### src/sbc_spi_params.svh
`ifndef SBC_SPI_PARAMS_SVH
`define SBC_SPI_PARAMS_SVH

// Register addresses (7-bit)
`define ADDR_MODE_SUPPLY   7'h01
`define ADDR_SOFTRST_CFG   7'h02

// Frame layout
`define FRAME_BITS         16
`define FRAME_RW_BIT       7
`define FRAME_DATA_LSB     8

// Mode and supply control field positions
`define MODE_MSB           7
`define MODE_LSB           6
`define THIRD_REG_BIT      5
`define SECOND_MODE_MSB    4
`define SECOND_MODE_LSB    3
`define OV_RESTART_BIT     2
`define RESET_THR_MSB      1
`define RESET_THR_LSB      0

// Reset values and restart keep mask
`define MODE_SUPPLY_POR    8'h00
`define MODE_SUPPLY_KEEP   8'h23
`define SOFTRST_CFG_POR    8'h00
`define SOFTRST_OUT_BIT    6

// Timing
`define CLK_PERIOD_NS      25
`define SOFTRST_PULSE_NS   2000
`define SOFTRST_PULSE_CYC  ((`SOFTRST_PULSE_NS + `CLK_PERIOD_NS - 1) / `CLK_PERIOD_NS)

`endif

### src/sbc_spi_pkg.sv
package sbc_spi_pkg;

  typedef enum logic [1:0] {
    MODE_NORMAL = 2'h0,
    MODE_SLEEP  = 2'h1,
    MODE_STOP   = 2'h2,
    MODE_SOFTRST = 2'h3
  } op_mode_type;

  typedef enum logic [1:0] {
    SEC_OFF         = 2'h0,
    SEC_NORMAL      = 2'h1,
    SEC_NORMAL_STOP = 2'h2,
    SEC_ALWAYS      = 2'h3
  } second_mode_type;

  typedef enum logic [1:0] {
    FRM_IDLE  = 2'h0,
    FRM_SHIFT = 2'h1,
    FRM_DONE  = 2'h3
  } frame_state_type;

endpackage

### src/spi_pin_sync.sv
`timescale 1ns/100ps
`default_nettype none

// Three-stage synchroniser; a change counts once stages two and three agree
module spi_pin_sync (
  input  wire logic       mclk,
  input  wire logic       rst_b,
  input  wire logic [2:0] pinIn,
  output var  logic [2:0] pinOut
);

  typedef struct packed {
    logic [2:0] s1;
    logic [2:0] s2;
    logic [2:0] s3;
    logic [2:0] stable;
  } sync_state_type;

  sync_state_type state_ff;
  sync_state_type nxt_state;

  always_comb begin
    nxt_state    = state_ff;
    nxt_state.s1 = pinIn;
    nxt_state.s2 = state_ff.s1;
    nxt_state.s3 = state_ff.s2;
    for (int i = 0; i < 3; i++) begin
      if (state_ff.s2[i] == state_ff.s3[i]) begin
        nxt_state.stable[i] = state_ff.s3[i];
      end
    end
  end

  always_ff @(posedge mclk or negedge rst_b) begin
    if (!rst_b) begin
      state_ff <= {4{3'h4}};
    end else begin
      state_ff <= nxt_state;
    end
  end

  assign pinOut = state_ff.stable;

endmodule

`default_nettype wire

### src/sbc_spi_mode_supply_regs.sv
// What this block does
// [RULE1] Frame is 16 bits: address, access bit, data
// [RULE2] Bit 7 clear reads without modifying register
// [RULE3] Bit 7 set writes data byte to register
// [RULE4] Data bits 0..7 sit in frame bits 8..15
// [RULE5] Reserved bits read zero; master writes zero
// [RULE6] Reset loads power-on values; restart loads restart values
// [RULE7] Only SPI changes control bits, except hardware bits
// [RULE8] Mode and supply register at address 1
// [RULE9] Zero at reset; restart keeps bits 5,1,0
// [RULE10] Mode field: normal, sleep, stop; 11 soft-resets
// [RULE11] Bit 5 enables third regulator
// [RULE12] Bits 4:3 select second regulator state
// [RULE13] Overvoltage always flags; bit 2 gates restart
// [RULE14] Bits 1:0 select one of four reset thresholds
// [RULE15] Stop to sleep via SPI is refused
// [RULE16] Restart rewrites mode field to normal
// [RULE17] Restart or overtemperature forces second regulator off
// [RULE18] Write frame shifts out the previous contents
// [RULE19] Soft reset pulls reset output low unless configured
// [RULE20] Commit only frames of exactly sixteen clocks; the count holds at 1F, so a 48-clock frame is dropped too
`timescale 1ns/100ps
`default_nettype none
`include "sbc_spi_params.svh"

module sbc_spi_mode_supply_regs (
  input  wire logic       mclk,
  input  wire logic       rst_b,
  input  wire logic       spiCsB,
  input  wire logic       spiSck,
  input  wire logic       spiMosi,
  output var  logic       spiMiso,
  input  wire logic       restartEvt,
  input  wire logic       overTempEvt,
  input  wire logic       mainOvEvt,
  output var  logic [1:0] opMode,
  output var  logic       thirdRegulatorEnable,
  output var  logic [1:0] secondRegulatorMode,
  output var  logic       mainOvRestartReq,
  output var  logic       mainOvervoltageFlag,
  output var  logic [1:0] mainResetThreshold,
  output var  logic       resetOutputPinB
);

  typedef struct packed {
    sbc_spi_pkg::frame_state_type fsm;
    logic [4:0]                   bitCnt;
    logic [15:0]                  shiftIn;
    logic [7:0]                   shiftOut;
    logic                         sckPrev;
    logic [7:0]                   modeSupply;
    logic [7:0]                   softrstCfg;
    logic                         ovFlag;
    logic                         ovReq;
    logic                         miso;
    logic                         rstOutB;
    logic [6:0]                   rstCnt;
    logic [1:0]                   opMode;
    logic                         third;
    logic [1:0]                   second;
    logic [1:0]                   thr;
  } regs_state_type;

  localparam logic [6:0] PulseCycles = 7'(`SOFTRST_PULSE_CYC);

  regs_state_type state_ff;
  regs_state_type nxt_state;
  logic [2:0]     pinSync;
  logic           csB;
  logic           sck;
  logic           mosi;

  spi_pin_sync i_spi_pin_sync (
    .mclk   (mclk),
    .rst_b  (rst_b),
    .pinIn  ({spiCsB, spiSck, spiMosi}),
    .pinOut (pinSync)
  );

  assign csB  = pinSync[2];
  assign sck  = pinSync[1];
  assign mosi = pinSync[0];

  // Read value of an address; unmapped and reserved bits give zero
  function automatic logic [7:0] readReg(input logic [6:0] addr, input logic [7:0] ms, input logic [7:0] sc);
    logic [7:0] val;
    val = 8'h00;
    if (addr == `ADDR_MODE_SUPPLY) begin
      val = ms; // see [RULE8]
    end else if (addr == `ADDR_SOFTRST_CFG) begin
      val = sc & 8'h40; // see [RULE5]
    end
    return val;
  endfunction

  ////////////////////////////////////////////////////////////////////////
  always_comb begin
    logic       rise;
    logic       fall;
    logic [6:0] addr;
    logic [7:0] data;
    logic [1:0] newMode;
    rise      = 1'b0;
    fall      = 1'b0;
    addr      = 7'h00;
    data      = 8'h00;
    newMode   = 2'h0;
    nxt_state = state_ff;
    nxt_state.sckPrev = sck;
    rise = sck & ~state_ff.sckPrev;
    fall = ~sck & state_ff.sckPrev;

    // Pulse timer runs first so a soft reset in the same cycle reloads it
    if (!state_ff.rstOutB) begin
      if (state_ff.rstCnt == 7'h00) begin
        nxt_state.rstOutB = 1'b1;
      end else begin
        nxt_state.rstCnt = state_ff.rstCnt - 7'h01;
      end
    end

    unique case (state_ff.fsm)
      sbc_spi_pkg::FRM_IDLE: begin
        if (!csB) begin
          nxt_state.fsm    = sbc_spi_pkg::FRM_SHIFT;
          nxt_state.bitCnt = 5'h00;
        end
      end
      sbc_spi_pkg::FRM_SHIFT: begin
        // Shifting right leaves frame bit i at index i once all sixteen are in
        if (rise) begin
          nxt_state.shiftIn = {mosi, state_ff.shiftIn[15:1]}; // see [RULE1]
          nxt_state.bitCnt  = state_ff.bitCnt + 5'h01;
        end
        // After the first byte, load the old register value for output
        if (fall) begin
          if (state_ff.bitCnt == 5'h08) begin
            nxt_state.shiftOut = readReg(state_ff.shiftIn[14:8], state_ff.modeSupply,
                                         state_ff.softrstCfg); // see [RULE18]
            nxt_state.miso     = nxt_state.shiftOut[0]; // see [RULE4]
          end else if (state_ff.bitCnt > 5'h08) begin
            nxt_state.shiftOut = {1'b0, state_ff.shiftOut[7:1]};
            nxt_state.miso     = state_ff.shiftOut[1];
          end
        end
        if (csB) begin
          nxt_state.fsm = sbc_spi_pkg::FRM_DONE;
        end
      end
      sbc_spi_pkg::FRM_DONE: begin
        nxt_state.fsm  = sbc_spi_pkg::FRM_IDLE;
        nxt_state.miso = 1'b0;
        // Frame bits 0..6 address, bit 7 access, 8..15 data
        addr = state_ff.shiftIn[6:0];
        data = state_ff.shiftIn[15:8]; // see [RULE4]
        if (state_ff.bitCnt == 5'(`FRAME_BITS) && state_ff.shiftIn[`FRAME_RW_BIT]) begin // see [RULE20] see [RULE3]
          if (addr == `ADDR_MODE_SUPPLY) begin
            newMode = data[`MODE_MSB:`MODE_LSB];
            if (state_ff.modeSupply[`MODE_MSB:`MODE_LSB] == sbc_spi_pkg::MODE_STOP &&
                newMode == sbc_spi_pkg::MODE_SLEEP) begin
              newMode = sbc_spi_pkg::MODE_STOP; // see [RULE15]
            end
            if (newMode == sbc_spi_pkg::MODE_SOFTRST) begin
              nxt_state.modeSupply = `MODE_SUPPLY_POR; // see [RULE10] see [RULE9]
              nxt_state.softrstCfg = `SOFTRST_CFG_POR;
              if (!state_ff.softrstCfg[`SOFTRST_OUT_BIT]) begin
                nxt_state.rstOutB = 1'b0; // see [RULE19]
                nxt_state.rstCnt  = PulseCycles - 7'h01;
              end
            end else begin
              nxt_state.modeSupply = {newMode, data[5:0]};
            end
          end else if (addr == `ADDR_SOFTRST_CFG) begin
            nxt_state.softrstCfg = data & 8'h40; // see [RULE5]
          end
        end
        // Read frames leave registers untouched // see [RULE2]
      end
      default: begin
        nxt_state.fsm = sbc_spi_pkg::FRM_IDLE;
      end
    endcase

    if (state_ff.fsm == sbc_spi_pkg::FRM_SHIFT && csB == 1'b0 && state_ff.bitCnt > 5'(`FRAME_BITS)) begin
      nxt_state.bitCnt = 5'h1F; // Frames of 17 or more clocks are never committed; the count holds at 1F see [RULE20]
    end

    // Hardware-modified bits; restart wins over a same-cycle write see [RULE7]
    if (overTempEvt) begin
      nxt_state.modeSupply[`SECOND_MODE_MSB:`SECOND_MODE_LSB] = sbc_spi_pkg::SEC_OFF; // see [RULE17]
    end
    if (restartEvt) begin
      nxt_state.modeSupply = state_ff.modeSupply & `MODE_SUPPLY_KEEP; // see [RULE6] see [RULE9] see [RULE16]
    end

    if (mainOvEvt) begin
      nxt_state.ovFlag = 1'b1; // see [RULE13]
    end
    nxt_state.ovReq = mainOvEvt & state_ff.modeSupply[`OV_RESTART_BIT]; // see [RULE13]

    nxt_state.opMode = nxt_state.modeSupply[`MODE_MSB:`MODE_LSB]; // see [RULE10]
    nxt_state.third  = nxt_state.modeSupply[`THIRD_REG_BIT]; // see [RULE11]
    nxt_state.second = nxt_state.modeSupply[`SECOND_MODE_MSB:`SECOND_MODE_LSB]; // see [RULE12]
    nxt_state.thr    = nxt_state.modeSupply[`RESET_THR_MSB:`RESET_THR_LSB]; // see [RULE14]
  end

  ////////////////////////////////////////////////////////////////////////
  always_ff @(posedge mclk or negedge rst_b) begin
    if (!rst_b) begin
      state_ff <= '{fsm: sbc_spi_pkg::FRM_IDLE, bitCnt: 5'h00, shiftIn: 16'h0000, shiftOut: 8'h00,
                    sckPrev: 1'b0, modeSupply: `MODE_SUPPLY_POR, softrstCfg: `SOFTRST_CFG_POR,
                    ovFlag: 1'b0, ovReq: 1'b0, miso: 1'b0, rstOutB: 1'b1, rstCnt: 7'h00,
                    opMode: 2'h0, third: 1'b0, second: 2'h0, thr: 2'h0}; // see [RULE6]
    end else begin
      state_ff <= nxt_state;
    end
  end

  assign spiMiso              = state_ff.miso;
  assign opMode               = state_ff.opMode;
  assign thirdRegulatorEnable = state_ff.third;
  assign secondRegulatorMode  = state_ff.second;
  assign mainOvRestartReq     = state_ff.ovReq;
  assign mainOvervoltageFlag  = state_ff.ovFlag;
  assign mainResetThreshold   = state_ff.thr;
  assign resetOutputPinB      = state_ff.rstOutB;

endmodule

`default_nettype wire

### config.mk
export PLATFORM = sky130hd
export DESIGN_NAME = sbc_spi_mode_supply_regs
export DESIGN_NICKNAME = d
export VERILOG_FILES = /design/src/sbc_spi_pkg.sv /design/src/spi_pin_sync.sv /design/src/sbc_spi_mode_supply_regs.sv
export VERILOG_INCLUDE_DIRS = /design/src
export SDC_FILE = /design/constraint.sdc
export NUM_CORES = 1
export LEC_CHECK = 0
export ABC_AREA = 1
export BUFFER_PORTS_ARGS = -buffer_cell sky130_fd_sc_hd__buf_2
export CORE_MARGIN = 2
export CORE_UTILIZATION = 55
export DETAILED_ROUTE_END_ITERATION = 6
export GPL_TIMING_DRIVEN = 0
export PLACE_DENSITY = 0.73
export SLEW_MARGIN = 20
export SYNTH_ARGS = -nofsm -noshare
export SYNTH_HDL_FRONTEND = slang
export SYNTH_SLANG_ARGS = --single-unit
### constraint.sdc
create_clock -name mclk -period 4 [get_ports mclk]
set_input_delay 0.8 -clock mclk [delete_from_list [all_inputs] [get_ports mclk]]
set_output_delay 0.8 -clock mclk [all_outputs]
set_load 0.005 [all_outputs]
== Word-level counts from Yosys, hierarchy flattened ==
Cells that the tools add are included.
Widths: inputs -> output; s select.

* Add/subtract/negate cells: 2
* Order comparisons: 2
* Equality and inequality tests: 21
* Multiplexer cells: 35
* Bitwise operators: 6
* Reduce and logical (&&, ||, !) cells: 20

{| class="wikitable"
|+ Operators by type and width
! cell !! number
|-
| $mux 8 || 15
|-
| $mux 16 || 2
|-
| $mux 21 || 1
|-
| $mux 7 || 3
|-
| $eq 7x1->1 const B || 2
|-
| $eq 7x2->1 const B || 2
|-
| $mux 2 || 6
|-
| $reduce_and 3->1 || 4
|-
| $reduce_bool 2->1 || 6
|-
| $pmux 5 s2 || 1
|-
| $logic_not 7->1 || 1
|-
| $sub 7x1->7 const B || 1
|-
| $eq 2x2->1 const B || 3
|-
| $ne 3x3->1 const B || 2
|-
| $add 5x1->5 const B || 1
|-
| $eq 5x4->1 const B || 1
|-
| $eq 5x5->1 const B || 1
|-
| $gt 5x4->1 const B || 1
|-
| $gt 5x5->1 const B || 1
|-
| $mux 5 || 1
|-
| $eq 2x1->1 const B || 2
|-
| $logic_and 1x1->1 || 4
|-
| $mux 1 || 4
|-
| $ne 2x1->1 const B || 2
|-
| other kinds (11) || 19
|}

* Flip-flop bits (word level): 78
* Input port bits: 8

== Depth between registers and ports, before layout ==
* Depth after elaboration: 13
* Depth in mapped cells: 11

== By module ==
Synthesis repeated with hierarchy kept, for this count alone.

* Cells, all modules: 337
* Area, all modules: 2967.8 µm²

{| class="wikitable"
|+ Modules (own cells, without submodules)
! module !! instances !! cells each !! area each (µm²)
|-
| sbc_spi_mode_supply_regs || 1 || 310 || 2591.2
|-
| spi_pin_sync || 1 || 27 || 376.6
|}

== Least setup slack after synthesis ==
Ideal clock, no wire load.

* Kind: reg-to-reg
* Start point: reg state_ff[59] (netlist name)
* End point: reg state_ff[12] (netlist name)
* Data arrival time: 1.286 ns
* Data required time: 3.885 ns
* Path slack: 2.598 ns
* Cell stages (with the launch flop): 10
* Period minus slack after synthesis: 1.402 ns
* Cell sequence: dfrtp_1 -> inv_1 -> ha_1 -> nand2_2 -> nor2_4 -> nand2_4 -> nor2_8 -> nand3_4 -> inv_2 -> nor2_1

{| class="wikitable"
|+ RTL lines
! item !! RTL line !! text
|-
| start: declaration || sbc_spi_mode_supply_regs.sv:66 || <nowiki>regs_state_type state_ff;</nowiki>
|-
| start signal: assignment || sbc_spi_mode_supply_regs.sv:210 || <nowiki>state_ff <= '{fsm: sbc_spi_pkg::FRM_IDLE, bitCnt: 5'h00, shiftIn: 16'h0000, shiftOut: 8'h00,</nowiki>
|-
| start signal: assignment || sbc_spi_mode_supply_regs.sv:215 || <nowiki>state_ff <= nxt_state;</nowiki>
|}

== Worst setup path in the final report ==
* Start point: reg state_ff, in the netlist resetOutputPinB
* End point: out resetOutputPinB

{| class="wikitable"
|+ RTL lines
! item !! RTL line !! text
|-
| end: declaration || sbc_spi_mode_supply_regs.sv:42 || <nowiki>output var logic resetOutputPinB</nowiki>
|}

No word-level cell between the ends.

==> results.cfg <==
[setup_path]
crit_chain = buf_2
critical_path.startpoint = resetOutputPinB
worstPathMaxFanout = 5
crit_path_max_incr_delay_ns = 0.58
worstSetupEndpointType = primary output
cp.buffers_inverters = 1
setup.worst_path.class = reg2out
crit_required_ns = 3.20
crit_path_top_delay_cell = dfstp_2
worstSetupStartpointType = flip-flop
crit_family = flip-flops
critPathArrivalTime_ns = 1.05
timing.rr.start = state_ff[59]

[yosys]
yosysSeqAreaShare_pct = 51.9
yosysWarnings = 0
synth_area_mm2 = 0.00305
synthesis.nets = 377
synthDistinctLibCells = 29
syn_inst = 365
synth_seq_cells = 63
syn_avg_cell_area_um2 = 8.35

[placement]
io_buffer_count = 18
dp_hpwl_mm = 4.06
pre_cts_ws_ns = 2.42
place_congestion = 0.834

[routing]
routedWlPerCell_um = 12.4
first_pass_iters = 4
drt-initial-drc-count = 136
drc = 0
routed_via_density = 5.10
vias = 2402
antenna_left = 0
totalWireLength_mm = 5.82

[cells_and_area]
mostFrequentLayoutCell = nand2_1
layout_common_cells = nand2_1, dfrtp_1, inv_1
synthToLayoutAreaGrowth_pct = 13.1
antennaDiodeCount = 0
fill_cells = 483
regArea_mm2 = 0.00158
final_net_count = 406
final_util_pct = 63.4
drive_above_1_share_pct = 17.3
multiInputGateArea_mm2 = 0.00117

[flow_run]
max_cap_violations = 0

[sta]
fin_tns_setup_ns = 0
hold_viol = 0
slew_viol_final = 0
min_period_over_period_pct = 46.1
fmax_ghz = 0.542
layout_setup_ws_ns = 2.15
setup_viol = 0
relSlewSlack_pct = 49.0
min_period_ns = 1.85
rsz0062_at_grt = false
skew_ns = 0.0107
worstMarginPinSlew_ns = 0.766

[global_routing]
grt_first_pass_wirelength_mm = 10.3
grtUsageTotal_pct = 21.9
grt_pass1_vias = 2306
grt_max_degree = 64
overflow = 0
antenna_found_initial = 0

[floorplan]
rows = 27
dieArea_mm2 = 0.00615
fp.dieW_um = 78.4
io_pins = 19
chipHeight_um = 78.4
initial_core_util_pct = 56.0
core_mm2 = 0.00544

[clocking]
clk_latency_ns = 0.34
clk_pin_slew_ns = 0.07
cts_buffer_depth = 2
h-tree-depth = 3
cts_buffers = 9
post_cts_resized = 0
postCtsSetupBuffers = 0
cts_tree = done
cts.sink_count = 63
postCtsHoldBufs = 0
clock-root-buffer = clkbuf_8

[power]
ir_drop_uv = 307
p_leak_nw = 1.84
p_seq_share_pct = 46.8
power_density_mw_per_mm2 = 477
intPower_w = 0.00116
comb_power_share_pct = 16.6
pwr-share-clk_pct = 36.6
p_switching_w = 0.000488
p_sw_share_pct = 29.7

[outcome]
status = finished, final reports clean

[hold_path]
hold_class = reg2reg
hp-start = i_spi_pin_sync.nxt_state[7]
-- Yosys cell counts, drive strengths merged --
| cell type | number | area (um^2) |
|---|---|---|
| o21bai | 1 | 7.51 |
| maj3 | 3 | 30.0 |
| xor2 | 1 | 8.76 |
| inv | 59 | 221 |
| and2 | 1 | 6.26 |
| a21oi | 13 | 65.1 |
| o21ai | 26 | 141 |
| nand4 | 11 | 68.8 |
| ha | 4 | 50.1 |
| a31oi | 1 | 6.26 |
| nand2 | 92 | 368 |
| dfstp | 5 | 131 |
| nor2 | 46 | 225 |
| or2 | 2 | 12.5 |
| nand3 | 32 | 178 |
| dfrtp | 58 | 1450 |
| buf | 10 | 76.3 |
-- kinds of logic after synthesis --
family | count (synthesis) | synth area share [%]
xor+xnor | 1 | 0.287
compound gates | 41 | 7.23
buf+inv | 69 | 9.77
simple gates | 184 | 28.2
fa+ha+maj | 7 | 2.63
flops | 63 | 51.9
-- per-stage QoR --
stage | power [W] | instances | hold WS (ns) | cell area (um^2)
4_1_cts | 0.00166 | 471 | 0.358 | 3450
2_1_floorplan | 0.000966 | 365 | 0.331 | 3050
3_5_place_dp | 0.00105 | 455 | 0.338 | 3230
6_report | 0.00164 | 471 | 0.356 | 3450
3_3_place_gp | 0.00104 | 455 | 0.334 | 3230
5_1_grt | 0.00173 | 471 | 0.361 | 3450
-- sequential cells by signal, summed over array words and instances, names as in the netlist --
signal                    flops
state_ff                     44
i_spi_pin_sync.nxt_state      6
i_spi_pin_sync.pinOut         3
i_spi_pin_sync.state_ff       3
mainOvRestartReq              1
mainOvervoltageFlag           1
mainResetThreshold            1
opMode                        1
resetOutputPinB               1
secondRegulatorMode           1
spiMiso                       1
-- area by class of cell --
type | count | share of cell area [%]
Buffer | 10 | 2.21
Sequential cell | 63 | 45.9
Clock inverter | 4 | 2.03
Clock buffer | 12 | 4.21
Timing Repair Buffer | 18 | 2.69
Inverter | 59 | 6.43
Tap cell | 72 | 2.61
Multi-Input combinational cell | 233 | 33.9
-- final timing paths --
path / cells past startpoint / endpoint / slack [ns]
setup / recovery: 1 / resetOutputPinB / 2.15
hold / removal: 0 / i_spi_pin_sync.nxt_state[4] / 0.36
setup reg to reg: 9 / state_ff[12] / 2.43
hold reg to reg: 0 / i_spi_pin_sync.nxt_state[4] / 0.36
max in group asynchronous: 1 / state_ff[53] / 2.97
min in group asynchronous: 1 / i_spi_pin_sync.nxt_state[4] / 0.53
-- metal layers --
layer  global-route usage [%]  vias up  wire length [um]
met2                     34.2       31              2680
met4                     12.1        0               139
met5                        0        -                 0
met1                     28.6     1150              2840
met3                     4.48       12               162
li1                         -     1209                 -
-- power groups by stage --
stage | sequential (W) | clock, W | combinational, W
6_report | 0.000770 | 0.000602 | 0.000272
4_1_cts | 0.000766 | 0.000618 | 0.000276
5_1_grt | 0.000777 | 0.000642 | 0.000309
2_1_floorplan | 0.000763 | 0 | 0.000203
3_5_place_dp | 0.000778 | 0 | 0.000272
3_3_place_gp | 0.000775 | 0 | 0.000261
No activity file was read; power rests on OpenSTA's default activity.
